==> src/common/celi_pkg.sv <==
// Purpose: shared constants for the cell event interrupt logic
// Assumes: 32-bit apb, byte address = 4 * register index
// Notes: indices are kept as printed; the bus decoder scales them
package celi_pkg;

  // ****************************************************************
  // register indices (byte address is index times four)
  // ****************************************************************
  localparam logic [7:0] IDX_TX_IRQ_ENABLE = 8'h28; // transmit source enables
  localparam logic [7:0] IDX_RX_IRQ_ENABLE = 8'h29; // rx_cell_irq_enable
  localparam logic [7:0] IDX_TX_PENDING = 8'h2C; // tx_cell_irq_pending
  localparam logic [7:0] IDX_RX_PENDING = 8'h2D; // rx_cell_irq_pending
  localparam logic [7:0] IDX_TX_STATUS = 8'h2E; // tx_cell_event_status
  localparam logic [7:0] IDX_IRQ_GATE = 8'h40; // summary, port and pin enables
  localparam logic [7:0] IDX_SYS_STATUS = 8'h41; // sticky system events, w1c
  localparam logic [7:0] IDX_SYS_MASK = 8'h42; // mask for the system irq

  // ****************************************************************
  // reset values
  // ****************************************************************
  localparam logic [7:0] RST_RX_IRQ_ENABLE = 8'hEF; // bit 4 reserved zero
  localparam logic [7:0] RST_TX_IRQ_ENABLE = 8'hFC; // bits 1:0 reserved zero
  localparam logic [3:0] RST_IRQ_GATE = 4'h0; // all gating off
  localparam logic [1:0] RST_SYS_MASK = 2'h0; // system irq masked

  // ****************************************************************
  // field layouts
  // ****************************************************************
  localparam logic [7:0] TX_USED_MASK = 8'hF8; // bits 7..3 carry events
  localparam logic [7:0] RX_USED_MASK = 8'hEF; // bit 4 reserved
  localparam int RX_DELIN_BIT = 7; // dual-event source
  localparam int GATE_RX_SUM = 0; // rx_cell_summary_enable
  localparam int GATE_TX_SUM = 1; // transmit summary enable
  localparam int GATE_PORT = 2; // port_irq_enable
  localparam int GATE_PIN = 3; // irq_pin_enable
  localparam int SYS_TX_EVT = 0; // a transmit pending bit was set
  localparam int SYS_RX_EVT = 1; // a receive pending bit was set

endpackage

==> src/core/celi_cell_event_irq.sv <==
// Purpose: cell transmit/receive event latching and interrupt indication
// Assumes: event inputs are one-cycle pulses from logic on pclk
// Notes: apb slave, one wait-free access phase, registered answer
//   read-clear touches only the bits that the read handed out
//
// The APB interface to the registers is this design's own decision.
`timescale 1ns/10ps
`default_nettype none

// Function
// - rx source needs four enables for pin
// - rx enable bits select seven sources
// - rx enables reset to all ones except reserved bit four
// - tx pending bits map five events
// - single event pends on rising status
// - reading pending register clears returned bits
// - rx pending bits map seven events
// - delineation loss pends on both edges
// - parity fault sets tx status bit seven
// - cell start fault sets bit six
// - fifo overruns set bits five and four
// - non-idle cell sent sets bit three
// - tx status latches, read clears the bits it returned
// - delineation status follows present state; no such status is kept here, only its changes pend in rx bit seven
module celi_cell_event_irq
(
  input wire logic pclk,
  input wire logic presetn,
  // apb slave port
  input wire logic psel,
  input wire logic penable,
  input wire logic pwrite,
  input wire logic [11:0] paddr,
  input wire logic [31:0] pwdata,
  output logic [31:0] prdata,
  output logic pready,
  output logic pslverr,
  // transmit event pulses from the cell transmitter
  input wire logic parity_fault,
  input wire logic cell_start_fault,
  input wire logic tx_fifo_overrun,
  input wire logic rx_fifo_overrun,
  input wire logic cell_out_event,
  // receive level and event pulses from the cell receiver
  input wire logic delin_loss_state,
  input wire logic hdr_err_det,
  input wire logic hdr_err_fix,
  input wire logic cell_in,
  input wire logic idle_in,
  input wire logic screen_reject,
  input wire logic flow_field_set,
  // interrupt outputs, both registered
  output logic host_irq_n,
  output logic irq
);

  // ****************************************************************
  // address decode
  // ****************************************************************
  // match a word address against a register index
  function automatic logic reg_hit(input logic [11:0] addr, input logic [7:0] idx);
    reg_hit = (addr[11:2] == {2'h0, idx}) && (addr[1:0] == 2'h0);
  endfunction

  // ****************************************************************
  // register state
  // ****************************************************************
  logic [7:0] rx_cell_irq_enable; // receive source enables
  logic [7:0] tx_irq_enable; // transmit source enables
  logic [7:0] tx_cell_irq_pending; // transmit indications
  logic [7:0] rx_cell_irq_pending; // receive indications
  logic [7:0] tx_cell_event_status; // latched transmit events
  logic [3:0] irq_gate; // summary, port, pin enables
  logic [1:0] sys_status; // sticky system events
  logic [1:0] sys_mask; // system irq mask
  logic delin_prev; // last delineation state
  logic [7:0] rd_returned; // value handed out at setup

  // ****************************************************************
  // bus decode
  // ****************************************************************
  // transfer phases seen by this slave
  wire setup_ph = psel & ~penable; // first cycle of a transfer
  wire access_done = psel & penable & pready; // transfer completes here
  wire wr_done = access_done & pwrite;
  wire rd_done = access_done & ~pwrite;
  // one select per register; a misaligned address selects nothing
  wire hit_rxen = reg_hit(paddr, celi_pkg::IDX_RX_IRQ_ENABLE);
  wire hit_txen = reg_hit(paddr, celi_pkg::IDX_TX_IRQ_ENABLE);
  wire hit_txp = reg_hit(paddr, celi_pkg::IDX_TX_PENDING);
  wire hit_rxp = reg_hit(paddr, celi_pkg::IDX_RX_PENDING);
  wire hit_txs = reg_hit(paddr, celi_pkg::IDX_TX_STATUS);
  wire hit_gate = reg_hit(paddr, celi_pkg::IDX_IRQ_GATE);
  wire hit_sys = reg_hit(paddr, celi_pkg::IDX_SYS_STATUS);
  wire hit_mask = reg_hit(paddr, celi_pkg::IDX_SYS_MASK);
  wire hit_any = hit_rxen | hit_txen | hit_txp | hit_rxp | hit_txs | hit_gate | hit_sys
    | hit_mask;

  // read mux, sampled into prdata during the setup cycle
  wire [7:0] rd_mux =
    hit_rxen ? rx_cell_irq_enable :
    hit_txen ? tx_irq_enable :
    hit_txp ? tx_cell_irq_pending :
    hit_rxp ? rx_cell_irq_pending :
    hit_txs ? tx_cell_event_status :
    hit_gate ? {4'h0, irq_gate} :
    hit_sys ? {6'h00, sys_status} :
    hit_mask ? {6'h00, sys_mask} : 8'h00;

  // ****************************************************************
  // transmit event latching
  // ****************************************************************
  // events in bit order 7..3; reserved bits never set
  wire [7:0] tx_evt = {parity_fault, cell_start_fault, tx_fifo_overrun, rx_fifo_overrun,
    cell_out_event, 3'h0};
  // a read clears everything it returned, but a same-cycle event still lands
  wire [7:0] tx_stat_clr = (rd_done & hit_txs) ? rd_returned : 8'h00;
  wire [7:0] next_tx_status = (tx_cell_event_status & ~tx_stat_clr) | tx_evt;
  // a pending bit needs the status to go 0 to 1; a cleared-and-set bit counts
  wire [7:0] tx_rise = next_tx_status & ~(tx_cell_event_status & ~tx_stat_clr);
  wire [7:0] tx_set = tx_rise & tx_irq_enable & celi_pkg::TX_USED_MASK;
  // pending clears follow the same returned-bits rule as the status
  wire [7:0] tx_pend_clr = (rd_done & hit_txp) ? rd_returned : 8'h00;
  wire [7:0] next_tx_pending = (tx_cell_irq_pending & ~tx_pend_clr) | tx_set;

  // ****************************************************************
  // receive event latching
  // ****************************************************************
  // delineation flips in either direction; the level itself is not latched
  wire delin_edge = delin_loss_state ^ delin_prev;
  wire [7:0] rx_evt = {delin_edge, hdr_err_det, hdr_err_fix, 1'b0, cell_in, idle_in,
    screen_reject, flow_field_set};
  // disabled sources drop here, so a later enable finds nothing old
  wire [7:0] rx_set = rx_evt & rx_cell_irq_enable & celi_pkg::RX_USED_MASK;
  // a pending bit set in the clearing cycle survives the read
  wire [7:0] rx_pend_clr = (rd_done & hit_rxp) ? rd_returned : 8'h00;
  wire [7:0] next_rx_pending = (rx_cell_irq_pending & ~rx_pend_clr) | rx_set;

  // ****************************************************************
  // interrupt gating
  // ****************************************************************
  // port and pin enables are shared by both cell directions
  wire path_open = irq_gate[celi_pkg::GATE_PORT] & irq_gate[celi_pkg::GATE_PIN];
  wire rx_drive = (|(rx_cell_irq_pending & rx_cell_irq_enable))
    & irq_gate[celi_pkg::GATE_RX_SUM] & path_open;
  wire tx_drive = (|(tx_cell_irq_pending & tx_irq_enable))
    & irq_gate[celi_pkg::GATE_TX_SUM] & path_open;
  // system status records which side raised a pending bit
  wire [1:0] sys_evt = {|rx_set, |tx_set};
  wire [1:0] sys_clr = (wr_done & hit_sys) ? pwdata[1:0] : 2'h0;
  wire [1:0] next_sys_status = (sys_status & ~sys_clr) | sys_evt; // set beats clear

  // ****************************************************************
  // apb answer
  // ****************************************************************
  // ready and data are registered in setup so every access takes two cycles
  always_ff @(posedge pclk or negedge presetn)
  begin
    if (!presetn)
    begin
      // bus answer idle while held in reset
      pready <= 1'b0;
      pslverr <= 1'b0;
      prdata <= 32'h0000_0000;
      rd_returned <= 8'h00;
    end
    else
    begin
      // the snapshot lets the clear match exactly what software saw
      pready <= setup_ph;
      pslverr <= setup_ph & ~hit_any; // unmapped word answers with an error
      prdata <= setup_ph ? {24'h00_0000, rd_mux} : prdata;
      rd_returned <= setup_ph ? rd_mux : rd_returned;
    end
  end

  // ****************************************************************
  // software-written registers
  // ****************************************************************
  // reserved bits are forced to zero so a careless write cannot open them
  always_ff @(posedge pclk or negedge presetn)
  begin
    if (!presetn)
    begin
      rx_cell_irq_enable <= celi_pkg::RST_RX_IRQ_ENABLE;
      tx_irq_enable <= celi_pkg::RST_TX_IRQ_ENABLE;
      irq_gate <= celi_pkg::RST_IRQ_GATE;
      sys_mask <= celi_pkg::RST_SYS_MASK;
    end
    else
    begin
      // receive enables; reserved bit four stays zero
      if (wr_done & hit_rxen)
        rx_cell_irq_enable <= pwdata[7:0] & celi_pkg::RX_USED_MASK;
      // transmit enables; factory and reserved bits stay zero
      if (wr_done & hit_txen)
        tx_irq_enable <= pwdata[7:0] & celi_pkg::TX_USED_MASK;
      // summary, port and pin gating
      if (wr_done & hit_gate)
        irq_gate <= pwdata[3:0];
      // system irq mask
      if (wr_done & hit_mask)
        sys_mask <= pwdata[1:0];
    end
  end

  // ****************************************************************
  // event state and outputs
  // ****************************************************************
  // delin_prev resets to "in delineation"; a loss right after reset pends
  always_ff @(posedge pclk or negedge presetn)
  begin
    if (!presetn)
    begin
      // nothing latched, nothing pending, pin released
      tx_cell_event_status <= 8'h00;
      tx_cell_irq_pending <= 8'h00;
      rx_cell_irq_pending <= 8'h00;
      sys_status <= 2'h0;
      delin_prev <= 1'b0;
      host_irq_n <= 1'b1;
      irq <= 1'b0;
    end
    else
    begin
      // status and pending bits move on the same edge
      tx_cell_event_status <= next_tx_status;
      tx_cell_irq_pending <= next_tx_pending;
      rx_cell_irq_pending <= next_rx_pending;
      sys_status <= next_sys_status;
      delin_prev <= delin_loss_state;
      host_irq_n <= ~(rx_drive | tx_drive);
      irq <= |(sys_status & sys_mask);
    end
  end

  // ****************************************************************
  // assertions
  // ****************************************************************
  // reset leaves every receive source enabled
  a_reset_enables: assert property (@(posedge pclk)
    $rose(presetn) |-> rx_cell_irq_enable == celi_pkg::RST_RX_IRQ_ENABLE)
    else $error("rx enables not at reset value");
  // the reserved enable bit can never be opened by a write
  a_reserved_rx_en: assert property (@(posedge pclk) disable iff (!presetn)
    !rx_cell_irq_enable[4])
    else $error("reserved rx enable bit set");
  // all four enables on: a pending receive source reaches the pin
  a_rx_src_pin: assert property (@(posedge pclk) disable iff (!presetn)
    (rx_cell_irq_pending[3] && rx_cell_irq_enable[3] && irq_gate[celi_pkg::GATE_RX_SUM]
    && path_open) |=> !host_irq_n)
    else $error("enabled rx source not on pin");
  // receive summary off and nothing from transmit: pin stays released
  a_rx_sum_gate: assert property (@(posedge pclk) disable iff (!presetn)
    (!irq_gate[celi_pkg::GATE_RX_SUM] && tx_cell_irq_pending == 8'h00) |=> host_irq_n)
    else $error("pin asserted with rx summary off");
  // pin enable off keeps the pin released
  a_pin_needs_gate: assert property (@(posedge pclk) disable iff (!presetn)
    !irq_gate[celi_pkg::GATE_PIN] |=> host_irq_n)
    else $error("pin asserted with pin enable off");
  // nothing pending anywhere: the pin lets go one cycle later
  a_pin_release: assert property (@(posedge pclk) disable iff (!presetn)
    (rx_cell_irq_pending == 8'h00 && tx_cell_irq_pending == 8'h00) |=> host_irq_n)
    else $error("pin held with nothing pending");

  // parity fault lands in status bit seven
  a_tx_status_set: assert property (@(posedge pclk) disable iff (!presetn)
    parity_fault |=> tx_cell_event_status[7])
    else $error("parity fault not latched");
  // cell start fault lands in status bit six
  a_start_fault_stat: assert property (@(posedge pclk) disable iff (!presetn)
    cell_start_fault |=> tx_cell_event_status[6])
    else $error("cell start fault not latched");
  // transmit fifo overrun lands in status bit five
  a_txfifo_status: assert property (@(posedge pclk) disable iff (!presetn)
    tx_fifo_overrun |=> tx_cell_event_status[5])
    else $error("tx fifo overrun not latched");
  // receive fifo overrun lands in status bit four
  a_rxfifo_status: assert property (@(posedge pclk) disable iff (!presetn)
    rx_fifo_overrun |=> tx_cell_event_status[4])
    else $error("rx fifo overrun not latched");
  // a sent cell on a clear status bit pends when enabled
  a_cell_sent_pend: assert property (@(posedge pclk) disable iff (!presetn)
    (cell_out_event && !tx_cell_event_status[3] && tx_irq_enable[3])
    |=> tx_cell_irq_pending[3])
    else $error("cell sent did not pend");
  // a status bit already high cannot raise a new indication
  a_no_rise_no_pend: assert property (@(posedge pclk) disable iff (!presetn)
    (!tx_cell_irq_pending[6] && tx_cell_event_status[6] && !(rd_done && hit_txs))
    |=> !tx_cell_irq_pending[6])
    else $error("pending set without status rise");
  // the low transmit bits never carry an event
  a_tx_reserved_zero: assert property (@(posedge pclk) disable iff (!presetn)
    (tx_cell_event_status[2:0] == 3'h0) && (tx_cell_irq_pending[2:0] == 3'h0))
    else $error("reserved tx bit set");
  // a status read clears every bit it returned unless an event hits it
  a_status_read_clr: assert property (@(posedge pclk) disable iff (!presetn)
    (rd_done && hit_txs && !(|tx_evt)) |=> (tx_cell_event_status & prdata[7:0]) == 8'h00)
    else $error("tx status not cleared by read");

  // delineation change in either direction pends when enabled
  a_delin_dual: assert property (@(posedge pclk) disable iff (!presetn)
    ($changed(delin_loss_state) && rx_cell_irq_enable[7]) |=> rx_cell_irq_pending[7])
    else $error("delineation change not flagged");
  // an enabled single-event receive source pends at once
  a_rx_single_pend: assert property (@(posedge pclk) disable iff (!presetn)
    (cell_in && rx_cell_irq_enable[3]) |=> rx_cell_irq_pending[3])
    else $error("cell received did not pend");
  // corrected header errors pend in bit five
  a_hdr_fix_pend: assert property (@(posedge pclk) disable iff (!presetn)
    (hdr_err_fix && rx_cell_irq_enable[5]) |=> rx_cell_irq_pending[5])
    else $error("corrected header error did not pend");
  // a disabled receive source stays quiet
  a_rx_disabled_quiet: assert property (@(posedge pclk) disable iff (!presetn)
    (flow_field_set && !rx_cell_irq_enable[0] && !rx_cell_irq_pending[0])
    |=> !rx_cell_irq_pending[0])
    else $error("disabled rx source pended");
  // the reserved receive indication never sets
  a_rx_reserved_pend: assert property (@(posedge pclk) disable iff (!presetn)
    !rx_cell_irq_pending[4])
    else $error("reserved rx pending bit set");
  // a pending read clears the bits it returned unless an event hits them
  a_read_clears: assert property (@(posedge pclk) disable iff (!presetn)
    (rd_done && hit_rxp && !(|rx_set)) |=> (rx_cell_irq_pending & prdata[7:0]) == 8'h00)
    else $error("rx pending not cleared by read");

  // ready answers the cycle after setup
  a_ready_timing: assert property (@(posedge pclk) disable iff (!presetn)
    (psel && !penable) |=> pready)
    else $error("ready missing after setup");
  // ready stands for one cycle only
  a_ready_single: assert property (@(posedge pclk) disable iff (!presetn)
    pready |=> !pready)
    else $error("ready held too long");
  // an unmapped word answers with an error
  a_unmapped_err: assert property (@(posedge pclk) disable iff (!presetn)
    (psel && !penable && !hit_any) |=> pslverr)
    else $error("unmapped access without error");

  // main scenarios
  c_pin_asserted: cover property (@(posedge pclk) disable iff (!presetn) $fell(host_irq_n));
  c_disabled_event: cover property (@(posedge pclk) disable iff (!presetn)
    flow_field_set && !rx_cell_irq_enable[0]);
  c_delin_regain: cover property (@(posedge pclk) disable iff (!presetn)
    $fell(delin_loss_state) ##1 rx_cell_irq_pending[7]);
  c_set_on_read: cover property (@(posedge pclk) disable iff (!presetn)
    rd_done && hit_txp && (|tx_set));
  c_sys_irq: cover property (@(posedge pclk) disable iff (!presetn) $rose(irq));

endmodule

`default_nettype wire

==> config.mk <==
export PLATFORM = sky130hd
export DESIGN_NAME = celi_cell_event_irq
export DESIGN_NICKNAME = d
export VERILOG_FILES = /design/src/common/celi_pkg.sv /design/src/core/celi_cell_event_irq.sv
export SDC_FILE = /design/constraint.sdc
export NUM_CORES = 1
export LEC_CHECK = 0
export ABC_AREA = 1
export BUFFER_PORTS_ARGS = -buffer_cell sky130_fd_sc_hd__buf_2
export CAP_MARGIN = 20
export CORE_ASPECT_RATIO = 0.5
export CORE_MARGIN = 10
export CORE_UTILIZATION = 30
export CTS_BUF_LIST = sky130_fd_sc_hd__clkbuf_16
export DETAILED_ROUTE_END_ITERATION = 10
export PLACE_DENSITY = 0.62
export SETUP_SLACK_MARGIN = 0.4
export SLEW_MARGIN = 20
export SYNTH_ARGS = -nofsm -noshare
export SYNTH_HDL_FRONTEND = slang
export SYNTH_SLANG_ARGS = --single-unit
export TNS_END_PERCENT = 50
==> constraint.sdc <==
create_clock -name pclk -period 2.1 [get_ports pclk]
set_input_delay 0.315 -clock pclk [delete_from_list [all_inputs] [get_ports pclk]]
set_output_delay 0.315 -clock pclk [all_outputs]
set_load 0.02 [all_outputs]
==> flow_metrics.py <==
metrics = {
    "logic_synthesis": {
        "synth_cell_types": 35,
        "synth_area_um2": 3390,
        "ys.warnings.count": 0,
        "synth_flop_cell": "dfrtp_1",
        "synth-seq-cells": 58,
        "synth-edff-count": 0,
        "syn_avg_cell_area_um2": 7.67,
        "syn-instance-count": 442,
        "async_flop_share_pct": 100,
        "ys_seq_area_share_pct": 43.4,
    },
    "run": {
        "cap_violations": 0,
    },
    "route": {
        "drt_iter0_markers": 201,
        "drtPass1Iterations": 4,
        "vias": 2916,
        "drc": 0,
        "routed_via_density": 4.48,
        "ant_nets": 0,
        "wl_um": 9340,
        "post_drt_wl_per_cell_um": 14.3,
    },
    "floorplanning": {
        "start_util_pct": 30.8,
        "die_h_um": 95.1,
        "rows": 27,
        "chipWidth_um": 170,
        "dieArea_um2": 16200,
        "design.core.area_um2": 11000,
        "io_pins": 97,
    },
    "cells_and_area": {
        "area_growth_pct": 17.8,
        "nNetsFinal": 562,
        "layout.cells.non_filler": 651,
        "final_area_um2": 3990,
        "antenna_cells": 0,
        "num-fill-cells": 1128,
        "drive_gt1_share_pct": 21.9,
    },
    "worst_setup_path": {
        "cp.required_ns": 2.35,
        "crit_fanout": 6,
        "crit_arrival_ns": 1.77,
        "crit_buf_inv": 1,
        "end_kind": "flop",
        "slowest_delay_ns": 0.29,
        "path_delay_family": "simple AND/OR/NAND/NOR gates",
        "r2r_slack_ns": 0.66,
        "crit_chain": "buf_2 -> nor2_1 -> nand2_1 -> nor2_1 -> nand3_1 -> nand3_1 -> o21ai_0 -> a21oi_1",
        "critPathSlowestCell": "nand3_1",
        "crit_type": "primary input to flop",
        "startpoint_type": "primary input",
    },
    "clocking": {
        "cts.sinks": 58,
        "clock_latency_ns": 0.33,
        "cts.htree.levels": 3,
        "clkTransAtPathRegs_ns": 0.05,
        "numCtsBuffers": 9,
        "clockBufferDepth": 2,
        "cts_root_buffer": "clkbuf_16",
        "cts_tree": "built",
    },
    "global_route": {
        "grt_first_pass_wirelength_um": 15200,
        "grt_max_degree": 59,
        "grt_pass1_vias": 3034,
        "grt_overflow": 0,
        "antenna_found_initial": 0,
        "globalRouteTotalUtil_pct": 11.9,
    },
    "timing": {
        "fin_skew_ns": 0.00413,
        "max_clock_freq_mhz": 656,
        "hold_violations": 0,
        "tns_ns": 0,
        "period_share_pct": 72.6,
        "slew_viol_final": 0,
        "rsz0062_at_grt": "true",
        "setup_violations": 0,
        "min_period_ns": 1.53,
    },
    "placed_design": {
        "dpl-instance-area_um2": 3720,
        "place_congestion": 0.867,
        "place_hpwl_um": 7280,
        "dp.cells": 634,
        "port_buffers": 48,
    },
    "hold_path": {
        "hp-class": "primary input to flop",
    },
    "power": {
        "power.static_leakage_uw": 0.00224,
        "total_power_uw": 2660,
        "power.density_nw_per_um2": 666,
        "ir_worst_vdd_mv": 0.348,
    },
    "status": {
        "status": "finished, final reports clean",
    },
}
==> what timing repair did <==
action,4_1_cts,5_1_grt
gates resized for setup,0,1
setup buffers,0,0
hold endpoints to repair,3,0
hold buffers,1,0
endpoints found under the setup margin,0,2
==> logic make-up (layout without fill, tap and decap cells) <==
group | after synthesis | count (layout) | synth area share (%)
buffers and inverters | 101 | 142 | 14.7
and+or+nand+nor | 207 | 207 | 29.7
AOI/OAI and AO/OA | 74 | 74 | 11.9
other | 1 | 24 | 0.111
DFF | 58 | 58 | 43.4
muxes | 1 | 1 | 0.295
==> layer usage <==
| layer | wire, um | share of wire, % | vias to the layer above | global-route usage, % |
|---|---|---|---|---|
| met5 | 0 | 0 | - | 0 |
| met3 | 1050 | 11 | 12 | 4.91 |
| met4 | 121 | 1.3 | 0 | 4.50 |
| li1 | - | - | 1462 | - |
| met2 | 3940 | 42 | 114 | 18.6 |
| met1 | 4220 | 45 | 1328 | 14.5 |
==> worst paths after layout <==
path / from / endpoint / cells past startpoint
setup / recovery: paddr[1] / rd_returned[5] / 8
hold / removal: delin_loss_state / delin_prev / 1
setup reg to reg: pready / tx_cell_irq_pending[3] / 5
hold reg to reg: tx_irq_enable[2] / tx_irq_enable[2] / 2
max in group asynchronous: presetn / tx_irq_enable[2] / 3
min in group asynchronous: presetn / rx_cell_irq_pending[5] / 3
==> power by group <==
group | total, uW | internal, uW | switching, uW
logic | 237 | 64.5 | 173
registers | 1160 | 1140 | 15.9
clock network | 1270 | 772 | 494
==> sequential cells by signal (all words and copies together) (netlist names), 2 cells and up <==
name	count
rd_returned	8
rx_cell_irq_pending	8
tx_cell_event_status	8
tx_cell_irq_pending	8
rx_cell_irq_enable	7
tx_irq_enable	6
irq_gate	4
sys_mask	2
sys_status	2
==> cell usage in the layout (no fill, tap or decap), types with 3 or more instances in the layout <==
master / count
nand3_2: 4
nor2_4: 5
o211ai_1: 4
nand2_4: 3
o21ai_1: 3
a21oi_1: 16
buf_4: 4
nor2_1: 35
dfrtp_1: 44
nand2_1: 114
buf_2: 48
inv_1: 70
clkbuf_16: 9
nand2_2: 8
o21ai_0: 44
conb_1: 24
dfstp_2: 14
nand3_1: 22
clkinv_2: 4
a22o_1: 3
nand4_1: 7
==> synthesized netlist by cell type, types with 5 or more instances <==
cell	count	area [um2]
dfstp_2	14	368
nor2_1	35	131
nand2_2	8	50.1
a21oi_1	16	80.1
o21ai_0	44	220
nand4_1	7	43.8
nand2_1	114	428
inv_1	68	255
nor2_4	5	56.3
buf_4	24	180
nand3_1	22	110
dfrtp_1	44	1100
==> per-stage QoR <==
step           worst slack (ns)  utilization, %  hold WS [ns]
2_1_floorplan             0.748               -        0.0194
3_3_place_gp              0.287            33.8         0.341
3_5_place_dp              0.279            33.8         0.349
4_1_cts                   0.625            36.2         0.125
5_1_grt                   0.385            36.3         0.131
6_report                  0.575            36.3         0.126
==> area by class of cell <==
| cell class | count | area, um2 | area share (%) |
|---|---|---|---|
| multi-input combinational | 306 | 1510 | 37.7 |
| sequential | 58 | 1470 | 36.8 |
| timing repair buffer | 54 | 300 | 7.52 |
| inverter | 72 | 280 | 7.02 |
| clock buffer | 9 | 225 | 5.64 |
| tap | 145 | 181 | 4.54 |
| clock inverter | 7 | 30.0 | 0.752 |
No activity file was read; power rests on OpenSTA's default activity.
